`src/hw/pdb_defs.vh`:
```
`ifndef PDB_DEFS_VH
`define PDB_DEFS_VH

// ----------------------------------------------------------------------
// register byte offsets
// ----------------------------------------------------------------------
`define PDB_OFS_OVR_MASK0     8'h60
`define PDB_OFS_OVR_MASK1     8'h62
`define PDB_OFS_OVR_MASK2     8'h64
`define PDB_OFS_OVR_MASK3     8'h66
`define PDB_OFS_OVR_DIR       8'h6a
`define PDB_OFS_OVR_DIR_HI    8'h6b
`define PDB_OFS_CNT_TEN_MILLI 8'h6c
`define PDB_OFS_CNT_ONE_MILLI 8'h6d
`define PDB_OFS_CNT_ONE_MICRO 8'h6e
`define PDB_OFS_STATUS        8'h6f
`define PDB_OFS_SELECT        8'h70

// ----------------------------------------------------------------------
// reset values and fields
// ----------------------------------------------------------------------
`define PDB_RST_CNT           8'h0a
`define PDB_RST_OVR_DIR       16'h0000
`define PDB_RST_OVR_MASK      16'h0000
`define PDB_RST_SELECT        32'h00000000
`define PDB_STS_ACT_BIT       0
`define PDB_SEL_OFF           2'b00
`define PDB_SEL_MICRO         2'b01
`define PDB_SEL_MILLI         2'b10
`define PDB_SEL_TEN_MILLI     2'b11

// ----------------------------------------------------------------------
// timing
// ----------------------------------------------------------------------
`define PDB_CLK_PERIOD_NS     40
`define PDB_MICRO_NS          1000
`define PDB_MICRO_CYC         (`PDB_MICRO_NS / `PDB_CLK_PERIOD_NS)
`define PDB_MILLI_US          1000
`define PDB_TEN_MILLI_MS      10
// last prescaler states, sized to their counters
`define PDB_MICRO_LAST        5'h18
`define PDB_MILLI_LAST        10'h3e7
`define PDB_TEN_MILLI_LAST    4'h9

`endif

```
`src/hw/pdb_debounce.v`:
```
`include "pdb_defs.vh"
`default_nettype none

module pdb_debounce (
  input  wire        clk,
  input  wire        rst,
  input  wire [7:0]  csr_addr,
  input  wire [7:0]  csr_wdata,
  input  wire        csr_we,
  input  wire        csr_re,
  output reg  [7:0]  csr_rdata,
  input  wire [15:0] pin_raw,
  output reg  [15:0] pin_filtered,
  input  wire [3:0]  ovr_triggered,
  output reg  [15:0] ovr_dir_apply,
  output reg  [15:0] ovr_dir_value
);

  // --------------------------------------------------------------------
  // helpers
  // --------------------------------------------------------------------
  // picks the timebase tick named by a pin's select field
  function sel_tick;
    input [1:0] sel;
    input       t_us;
    input       t_ms;
    input       t_10ms;
    begin
      case (sel)
        `PDB_SEL_MICRO:     sel_tick = t_us;
        `PDB_SEL_MILLI:     sel_tick = t_ms;
        `PDB_SEL_TEN_MILLI: sel_tick = t_10ms;
        default:            sel_tick = 1'b0;
      endcase
    end
  endfunction

  // picks the count register named by a pin's select field
  function [7:0] sel_count;
    input [1:0] sel;
    input [7:0] c_us;
    input [7:0] c_ms;
    input [7:0] c_10ms;
    begin
      case (sel)
        `PDB_SEL_MICRO:     sel_count = c_us;
        `PDB_SEL_MILLI:     sel_count = c_ms;
        `PDB_SEL_TEN_MILLI: sel_count = c_10ms;
        default:            sel_count = 8'h00;
      endcase
    end
  endfunction

  // true when addr names byte b of override mask m
  function mask_byte_hit;
    input [7:0] addr;
    input [1:0] m;
    input       b;
    begin
      mask_byte_hit = (addr == `PDB_OFS_OVR_MASK0 + {5'h00, m, b});
    end
  endfunction

  // true when addr names byte b of the select register
  function sel_byte_hit;
    input [7:0] addr;
    input [1:0] b;
    begin
      sel_byte_hit = (addr == `PDB_OFS_SELECT + {6'h00, b});
    end
  endfunction

  // --------------------------------------------------------------------
  // registers
  // --------------------------------------------------------------------
  reg  [15:0] ovr_dir_q;
  reg  [15:0] ovr_mask_q [0:3];
  reg  [7:0]  cnt_10ms_q;
  reg  [7:0]  cnt_1ms_q;
  reg  [7:0]  cnt_1us_q;
  reg  [31:0] select_q;
  wire [15:0] pend;
  wire        any_pend = |pend;
  wire [15:0] filt_d;
  integer     k;
  integer     m;

  // byte-wide writes; multi-byte registers are little endian
  always @(posedge clk or posedge rst)
  begin
    if (rst)
    begin
      ovr_dir_q  <= `PDB_RST_OVR_DIR;
      cnt_10ms_q <= `PDB_RST_CNT;
      cnt_1ms_q  <= `PDB_RST_CNT;
      cnt_1us_q  <= `PDB_RST_CNT;
      select_q   <= `PDB_RST_SELECT;
      for (k = 0; k < 4; k = k + 1)
        ovr_mask_q[k] <= `PDB_RST_OVR_MASK;
    end
    else if (csr_we)
    begin
      for (k = 0; k < 4; k = k + 1)
      begin
        if (mask_byte_hit(csr_addr, k[1:0], 1'b0))
          ovr_mask_q[k][7:0] <= csr_wdata;
        if (mask_byte_hit(csr_addr, k[1:0], 1'b1))
          ovr_mask_q[k][15:8] <= csr_wdata;
      end
      for (k = 0; k < 4; k = k + 1)
        if (sel_byte_hit(csr_addr, k[1:0]))
          select_q[8 * k +: 8] <= csr_wdata;
      case (csr_addr)
        `PDB_OFS_OVR_DIR:       ovr_dir_q[7:0]  <= csr_wdata;
        `PDB_OFS_OVR_DIR_HI:    ovr_dir_q[15:8] <= csr_wdata;
        `PDB_OFS_CNT_TEN_MILLI: cnt_10ms_q      <= csr_wdata;
        `PDB_OFS_CNT_ONE_MILLI: cnt_1ms_q       <= csr_wdata;
        `PDB_OFS_CNT_ONE_MICRO: cnt_1us_q       <= csr_wdata;
        default:                ;
      endcase
    end
  end

  // read data is registered: valid the cycle after csr_re
  always @(posedge clk or posedge rst)
  begin
    if (rst)
      csr_rdata <= 8'h00;
    else if (csr_re)
    begin
      // a read in the cycle of a write to the same byte sees the old value
      csr_rdata <= 8'h00;  // unmapped offsets read zero
      for (m = 0; m < 4; m = m + 1)
      begin
        if (mask_byte_hit(csr_addr, m[1:0], 1'b0))
          csr_rdata <= ovr_mask_q[m][7:0];
        if (mask_byte_hit(csr_addr, m[1:0], 1'b1))
          csr_rdata <= ovr_mask_q[m][15:8];
        if (sel_byte_hit(csr_addr, m[1:0]))
          csr_rdata <= select_q[8 * m +: 8];
      end
      case (csr_addr)
        `PDB_OFS_OVR_DIR:       csr_rdata <= ovr_dir_q[7:0];
        `PDB_OFS_OVR_DIR_HI:    csr_rdata <= ovr_dir_q[15:8];
        `PDB_OFS_CNT_TEN_MILLI: csr_rdata <= cnt_10ms_q;
        `PDB_OFS_CNT_ONE_MILLI: csr_rdata <= cnt_1ms_q;
        `PDB_OFS_CNT_ONE_MICRO: csr_rdata <= cnt_1us_q;
        `PDB_OFS_STATUS:        csr_rdata <= {7'h00, any_pend};
        default:                ;
      endcase
    end
  end

  // --------------------------------------------------------------------
  // shared timebases
  // --------------------------------------------------------------------
  // one free-running chain; pins share it, so the first unit of a
  // debounce is partial and the period lands on count or count-1
  reg [4:0] pre_us_q;
  reg [9:0] pre_ms_q;
  reg [3:0] pre_10ms_q;
  reg       tick_us_q;
  reg       tick_ms_q;
  reg       tick_10ms_q;

  always @(posedge clk or posedge rst)
  begin
    if (rst)
    begin
      pre_us_q    <= 5'h00;
      pre_ms_q    <= 10'h000;
      pre_10ms_q  <= 4'h0;
      tick_us_q   <= 1'b0;
      tick_ms_q   <= 1'b0;
      tick_10ms_q <= 1'b0;
    end
    else
    begin
      tick_us_q   <= 1'b0;
      tick_ms_q   <= 1'b0;
      tick_10ms_q <= 1'b0;
      // only the microsecond last state assumes the 40 ns clock; retune it with it
      if (pre_us_q == `PDB_MICRO_LAST)
      begin
        pre_us_q  <= 5'h00;
        tick_us_q <= 1'b1;
        if (pre_ms_q == `PDB_MILLI_LAST)
        begin
          pre_ms_q  <= 10'h000;
          tick_ms_q <= 1'b1;
          if (pre_10ms_q == `PDB_TEN_MILLI_LAST)
          begin
            pre_10ms_q  <= 4'h0;
            tick_10ms_q <= 1'b1;
          end
          else
            pre_10ms_q <= pre_10ms_q + 4'h1;
        end
        else
          pre_ms_q <= pre_ms_q + 10'h001;
      end
      else
        pre_us_q <= pre_us_q + 5'h01;
    end
  end

  // --------------------------------------------------------------------
  // per-pin debounce
  // --------------------------------------------------------------------
  genvar p;
  generate
    for (p = 0; p < 16; p = p + 1)
    begin : g_pin
      reg  [7:0] units_q;
      reg        pend_q;
      wire [1:0] sel    = select_q[2 * p +: 2];
      wire       tick   = sel_tick(sel, tick_us_q, tick_ms_q, tick_10ms_q);
      wire [7:0] limit  = sel_count(sel, cnt_1us_q, cnt_1ms_q, cnt_10ms_q);
      wire       differ = (pin_raw[p] != pin_filtered[p]);
      // a count of zero takes the new level at once
      wire       done   = (limit == 8'h00) || (tick && (units_q + 8'h01 >= limit));
      assign pend[p] = pend_q;
      // off follows the pin; otherwise the level moves only when done
      assign filt_d[p] = (sel == `PDB_SEL_OFF || (differ && done)) ? pin_raw[p] : pin_filtered[p];

      // a new level is taken only once limit ticks have come while it stood;
      // a glitch that returns earlier clears the pending state
      always @(posedge clk or posedge rst)
      begin
        if (rst)
        begin
          units_q <= 8'h00;
          pend_q  <= 1'b0;
        end
        else if (sel == `PDB_SEL_OFF)
        begin
          units_q <= 8'h00;
          pend_q  <= 1'b0;
        end
        else if (!differ)
        begin
          units_q <= 8'h00;
          pend_q  <= 1'b0;
        end
        else if (done)
        begin
          units_q <= 8'h00;
          pend_q  <= 1'b0;
        end
        else
        begin
          pend_q <= 1'b1;
          if (tick)
            units_q <= units_q + 8'h01;
        end
      end
    end
  endgenerate

  // all pins registered in one process so the output has one driver
  always @(posedge clk or posedge rst)
  begin
    if (rst)
      pin_filtered <= 16'h0000;
    else
      pin_filtered <= filt_d;
  end

  // --------------------------------------------------------------------
  // override direction
  // --------------------------------------------------------------------
  // a pin is claimed if any triggered override lists it in its mask
  always @(posedge clk or posedge rst)
  begin
    if (rst)
    begin
      ovr_dir_apply <= 16'h0000;
      ovr_dir_value <= 16'h0000;
    end
    else
    begin
      ovr_dir_apply <= ({16{ovr_triggered[0]}} & ovr_mask_q[0])
                     | ({16{ovr_triggered[1]}} & ovr_mask_q[1])
                     | ({16{ovr_triggered[2]}} & ovr_mask_q[2])
                     | ({16{ovr_triggered[3]}} & ovr_mask_q[3]);
      ovr_dir_value <= ovr_dir_q;
    end
  end

endmodule // pdb_debounce

`default_nettype wire

```
`config.mk`:
```
export PLATFORM = sky130hd
export DESIGN_NAME = pdb_debounce
export DESIGN_NICKNAME = d
export VERILOG_FILES = /design/src/hw/pdb_debounce.v
export VERILOG_INCLUDE_DIRS = /design/src /design/src/hw
export SDC_FILE = /design/constraint.sdc
export NUM_CORES = 1
export LEC_CHECK = 0
export BUFFER_PORTS_ARGS = -buffer_cell sky130_fd_sc_hd__buf_2
export CORE_AREA = 8 8 258 260
export DETAILED_ROUTE_END_ITERATION = 7
export DIE_AREA = 0 0 266 268
export GPL_ROUTABILITY_DRIVEN = 1
export MAX_ROUTING_LAYER = met4
export PLACE_DENSITY = 0.58
export SYNTH_ARGS = -nofsm -noshare
export SYNTH_HDL_FRONTEND = slang
export SYNTH_SLANG_ARGS = --single-unit
```
`constraint.sdc`:
```
create_clock -name clk -period 17.05 [get_ports clk]
set_input_delay 3.41 -clock clk [delete_from_list [all_inputs] [get_ports clk]]
set_output_delay 3.41 -clock clk [all_outputs]
set_load 0.01 [all_outputs]
```
==> results of run 1 <==
## power by group
part	switching (mW)	internal, mW
Sequential	0.0565	0.879
Combinational	0.112	0.0753
Clock	0.395	0.612
## cell families after synthesis
group	count (synthesis)	synth area share (%)
AND/OR/NAND/NOR	705	14.0
buffers and inverters	197	3.79
flip-flops	358	37.3
XOR/XNOR	233	8.48
adder cells (fa/ha/maj)	147	7.65
multiplexers	396	18.1
AO/OA/AOI/OAI	354	10.7
## state kept, by name (all words and copies together), names as in the netlist
signal	count
pre_10ms_q	4
cnt_10ms_q	8
g_pin.units_q	128
ovr_dir_value	16
tick_ms_q	1
pin_filtered	16
pre_us_q	5
cnt_1ms_q	8
g_pin.pend_q	16
tick_10ms_q	1
select_q	32
tick_us_q	1
csr_rdata	8
ovr_dir_apply	16
ovr_dir_q	16
ovr_mask_q	64
pre_ms_q	10
cnt_1us_q	8
## synthesized netlist by cell type, types with 5 or more instances
library cell / instances
nor3_1: 10
ha_1: 147
clkbuf_8: 5
o2111ai_1: 20
nand3b_1: 8
a221o_1: 8
nor2_1: 197
nand4_1: 42
a211oi_1: 23
nor2_2: 6
o31ai_1: 7
a21o_1: 21
a2bb2oi_1: 17
a31oi_1: 11
a2111oi_0: 14
o21ai_0: 39
a22oi_1: 81
nand3_1: 79
nand2b_1: 50
mux2i_1: 114
o221ai_1: 5
a22o_1: 13
nor3b_1: 6
and2_1: 19
dfstp_2: 6
xnor2_1: 77
nor2b_1: 22
buf_2: 72
inv_1: 43
and3_1: 16
buf_4: 6
nand2_1: 217
dfrtp_1: 352
nand4bb_1: 5
o21a_1: 14
mux2_2: 276
o22ai_1: 9
nor4_1: 6
clkbuf_1: 58
xor2_1: 156
a21oi_1: 40
## worst max-delay path, stage by stage
cell     delay, ns
buf_2         0.08
buf_4         0.50
nor2b_1       0.67
nand2_1       0.25
nor3_2        0.58
mux2_2        0.41
## area by class of cell
cell class / count / area share [%]
Tap cell: 846 / 3.99
Inverter: 51 / 0.749
Multi-Input combinational cell: 1835 / 53.4
Clock inverter: 30 / 1.64
Clock buffer: 50 / 4.19
Sequential cell: 358 / 33.8
Timing Repair Buffer: 113 / 2.30
## stage by stage
stage | cell area [µm²] | hold slack [ns]
after floorplan | 24100 | 0.354
after global placement | 25000 | 0.372
after detailed placement | 25000 | 0.370
after CTS | 26600 | 0.380
after global routing | 26600 | 0.404
final | 26600 | 0.375
## routing by layer
metal | part of all wire [%] | track usage [%] | vias to the layer above | routed length (µm)
met4 | 3.1 | 6.65 | 0 | 2170
met1 | 46 | 26.6 | 9221 | 31900
li1 | - | - | 8590 | -
met2 | 46 | 31.1 | 549 | 31900
met3 | 5.3 | 2.41 | 148 | 3710
met5 | 0 | - | - | 0
## placed cells by master, fill, tap and decap left out, drive strengths merged, types with 7 or more instances in the layout
cell / n
o31ai: 7
o2111ai: 21
nand2: 217
dfrtp: 352
a211oi: 23
a221o: 8
a21oi: 40
nand2b: 50
nand4: 42
and2: 19
a2bb2oi: 17
a22oi: 83
mux2i: 114
nor2: 203
o21ai: 44
ha: 147
a31oi: 11
and3: 16
nor2b: 23
clkbuf: 50
nand3b: 9
o22ai: 9
nand3: 79
a2111oi: 15
bufinv: 9
a21o: 22
o21a: 14
a22o: 13
xnor2: 77
inv: 49
buf: 113
nor3: 12
mux2: 280
xor2: 156
clkinv: 21
## path summary, 6_finish.rpt
check / endpoint / slack, ns
max: ovr_dir_q[0]$_DFFE_PP0P_ / 11.60
min: ovr_dir_value[11]$_DFF_PP0_ / 0.38
max reg2reg: g_pin[13].units_q[2]$_DFFE_PP0P_ / 13.26
min reg2reg: ovr_dir_value[11]$_DFF_PP0_ / 0.38
max in group asynchronous: ovr_dir_value[4]$_DFF_PP0_ / 11.91
min in group asynchronous: pin_filtered[10]$_DFFE_PP0P_ / 2.88
==> flow_metrics.tcl, run 1 <==
set metrics [dict create \
    r2r_start "cnt_1us_q[4]$_DFFE_PP0P_" \
    ys.flop_type "dfrtp_1" \
    num_vias 18500 \
    synth_edf_count 0 \
    criticalPathCategory "input pin to register" \
    htreeDepth 2 \
    grt_max_degree 82 \
    fin_util_pct 42.6 \
    grt_pass1_vias 18700 \
    die_h_um 268 \
    async_flop_share_pct 100 \
    cts_buffer_depth 3 \
    overflow 0 \
    first_pass_iters 5 \
    clock_sinks 358 \
    core_mm2 0.0624 \
    n_antenna_cell 0 \
    drv_cap 0 \
    hpwlAfterDp_um 47200 \
    post_route_cells_drive_above_1_share_pct 20.7 \
    worst_ir_drop_vdd_mv 0.0600 \
    cts_root_buf "clkbuf_16" \
    start_util_pct 38.6 \
    hold_viol 0 \
    worstPathMaxFanout 50 \
    tightest_slew_ns 1.19 \
    min_path_cells 0 \
    p_per_area_mw_per_mm2 80.1 \
    grt_pass1_wl_um 109000 \
    yosysUniqueCellTypes 77 \
    worstPathRequired_ns 17.53 \
    cts_buffers 43 \
    fin_tns_setup_ns 0 \
    final.setup.worst_slack_ns 11.60 \
    ff_latch_area_mm2 0.00897 \
    syn-num-nets 2577 \
    startpoint_type "input pin" \
    post_cts_buffers 0 \
    io_pins 96 \
    grt_util_all_layers_pct 19.9 \
    startpoint "csr_addr[1]" \
    finalCriticalPeriod_ns 5.45 \
    hold_buffers 0 \
    dieArea_mm2 0.0713 \
    synthTopCellsByArea "dfrtp_1 (37%), mux2_2 (13%), ha_1 (7.6%)" \
    n_fill_cell 6046 \
    cts_resized 0 \
    synth_top_area_share_pct 36.6 \
    slew_viol_final 0 \
    end_kind "register" \
    clk_pin_slew_ns 0.06 \
    synth_area_mm2 0.0241 \
    routabilityCongestion 0.924 \
    drtIter0Drc 1634 \
    ff2ff_path_depth 9 \
    place_inst 3203 \
    dp_slack_ns 11.08 \
    drc 0 \
    via_per_inst 5.64 \
    synth_area_leader_cell "dfrtp_1" \
    arrival_ns 5.93 \
    numPortBuffers 95 \
    fmax_ghz 0.184 \
    multi_input_area_mm2 0.0142 \
    p_leak_nw 11.8 \
    antenna_found_initial 0 \
    hp-start "ovr_dir_q[11]$_DFFE_PP0P_" \
    hold_class "register to register" \
    setup_viol 0 \
    cts_tree "built" \
    syn_inst 2390 \
    area_delta_synth_final_pct 10.4 \
    seq_area_frac_synth_pct 37.3 \
    clock_skew_ns 0.0314 \
    post_layout_nonfiller_instances 3283 \
    ys_ff_latch 358 \
    clk_latency_ns 0.61 \
    slew_headroom_pct 20.6 \
    routedWlPerCell_um 21.2 \
    syn_avg_cell_area_um2 10.1 \
    rsz0062_at_grt "false" \
    period_share_pct 31.9 \
    status "finished clean" \
    detail-route-antenna-nets 0 \
    nets 2589 \
    die_w_um 266 \
    wl_um 69600 \
    power.total_mw 2.13 \
    yosys_warnings 0 \
    num_rows 92 \
]
(Power assumes the default switching activity.)
==> run 2, diff against run 1 <==
==> constraint.sdc (replaced) <==
create_clock -name clk -period 5.05 [get_ports clk]
set_input_delay 1.01 -clock clk [delete_from_list [all_inputs] [get_ports clk]]
set_output_delay 1.01 -clock clk [all_outputs]
set_load 0.01 [all_outputs]
==> flow_metrics.tcl, run 2 (synthesis gave the netlist of run 1 again) <==
set metrics [dict create \
    place_inst 3202 \
    post_route_cells_drive_above_1_share_pct 20.6 \
    num_rows 92 \
    drv_cap 0 \
    overflow 0 \
    post_cts_buffers 0 \
    largest-register "g_pin.units_q" \
    fmax_ghz 0.274 \
    reg2reg_to "g_pin[11].pend_q$_DFF_PP0_" \
    slowest_stage "dfrtp_1" \
    routabilityCongestion 0.930 \
    arrival_ns 4.15 \
    hpwlAfterDp_um 48100 \
    layout_common_cells "dfrtp_1 (352), mux2_2 (276), nand2_1 (217)" \
    numPortBuffers 95 \
    period_share_pct 72.3 \
    worst_ir_drop_vdd_mv 0.200 \
    reg_top3 "g_pin.units_q: 128 flops, ovr_mask_q: 64 flops, select_q: 32 flops" \
    cts_root_buf "clkbuf_16" \
    drc 0 \
    final_common_cell "dfrtp_1" \
    first_pass_iters 5 \
    crit_chain "nor2b_1 -> a22oi_1 -> ha_1 -> a21o_1 -> a2111oi_0 -> o21ai_0 -> a2bb2oi_1 -> nand2_1 -> inv_1" \
    cts_tree "built" \
    antenna_found_initial 1 \
    status "finished clean" \
    hold_slack_ns 0.339 \
    startpoint_type "register" \
    routedWlPerCell_um 21.2 \
    criticalPathCategory "register to register" \
    p_leak_nw 11.8 \
    power.total_mw 7.30 \
    dp_slack_ns 1.54 \
    final.setup.worst_slack_ns 1.40 \
    post_layout_nonfiller_instances 3279 \
    crit_buf_inv 1 \
    finalCriticalPeriod_ns 3.65 \
    worstPathMaxFanout 14 \
    tightest_slew_ns 1.16 \
    clock_sinks 358 \
    htreeDepth 2 \
    startpoint "select_q[22]$_DFFE_PP0P_" \
    crit_family "compound AO/OA/AOI/OAI gates" \
    hold_buffers 0 \
    area_delta_synth_final_pct 10.7 \
    reg2reg_slack_ns 1.40 \
    p_per_area_mw_per_mm2 274 \
    wl_um 69500 \
    slew_headroom_pct 22.6 \
    grt_pass1_wl_um 109000 \
    cpPeakStageDelay_ns 0.75 \
    dieArea_mm2 0.0713 \
    start_util_pct 38.6 \
    grt_max_degree 148 \
    nets 2587 \
    ff2ff_path_depth 9 \
    drtIter0Drc 1646 \
    die_w_um 266 \
    end_kind "register" \
    cts_buffers 42 \
    r2r_start "select_q[22]$_DFFE_PP0P_" \
    setup_viol 0 \
    clk_latency_ns 0.60 \
    grt_util_all_layers_pct 19.8 \
    detail-route-antenna-nets 0 \
    n_fill_cell 6026 \
    largest_register_ffs 128 \
    cts_resized 0 \
    worstPathRequired_ns 5.55 \
    rsz0062_at_grt "false" \
    core_mm2 0.0624 \
    num_vias 18500 \
    hold_class "input pin to asynchronous set/reset pin" \
    slew_viol_final 0 \
    grt_pass1_vias 18700 \
    io_pins 96 \
    fin_util_pct 42.7 \
    via_per_inst 5.64 \
    clock_skew_ns 0.0304 \
    clk_pin_slew_ns 0.06 \
    cts_buffer_depth 3 \
    hold_viol 0 \
    die_h_um 268 \
]
==> run 2: changes by cell type in the layout (fill, tap and decap cells not counted), sizes merged <==
cell,delta
buf,-1
clkinv,-9
bufinv,+2
clkbuf,+3
diode,+1
==> run 2: stage by stage <==
step | area [µm²] | TNS [ns]
2_1_floorplan | 24100 | -265.20
3_3_place_gp | 25000 | 0
3_5_place_dp | 25000 | 0
4_1_cts | 26600 | 0
5_1_grt | 26600 | 0
6_report | 26600 | 0
==> run 2: worst reg2reg max path: cells and delay by family, from the launching register on <==
kind,cells,cell delay [ns]
flip-flops,1,0.75
AO/OA/AOI/OAI,5,1.37
adder cells (fa/ha/maj),1,0.37
AND/OR/NAND/NOR,2,0.86
buffers and inverters,1,0.20
==> run 2: worst max path at each step <==
stage	depth (start not counted)	endpoint	slack (ns)
2_1_floorplan	1	cnt_10ms_q[0]$_DFFE_PP0P_	-0.75
3_3_place_gp	9	g_pin[11].pend_q$_DFF_PP0_	1.59
3_5_place_dp	9	g_pin[11].pend_q$_DFF_PP0_	1.54
4_1_cts	9	g_pin[11].pend_q$_DFF_PP0_	1.47
5_1_grt	9	g_pin[11].units_q[0]$_DFFE_PP0P_	1.24
6_report	9	g_pin[11].pend_q$_DFF_PP0_	1.40
==> run 2: layout make-up <==
cell class	instances	area, µm²	area share, %
timing repair buffer	112	628	2.36
tap	846	1060	3.97
inverter	51	195	0.733
clock buffer	53	1160	4.36
multi-input combinational	1835	14200	53.2
antenna	1	2.50	0.00940
clock inverter	23	442	1.66
sequential	358	8970	33.7
==> run 2: per-layer routing <==
metal	up-vias	GRT usage [%]	wire length (µm)
met3	158	2.92	4110
met5	-	-	0
li1	8581	-	-
met4	0	6.49	2120
met1	9177	26.0	31300
met2	587	31.2	31900
==> run 2: power by group <==
group	total, mW	internal, mW	switching (mW)
Clock	3.52	2.21	1.31
Sequential	3.17	2.97	0.203
Combinational	0.617	0.256	0.361
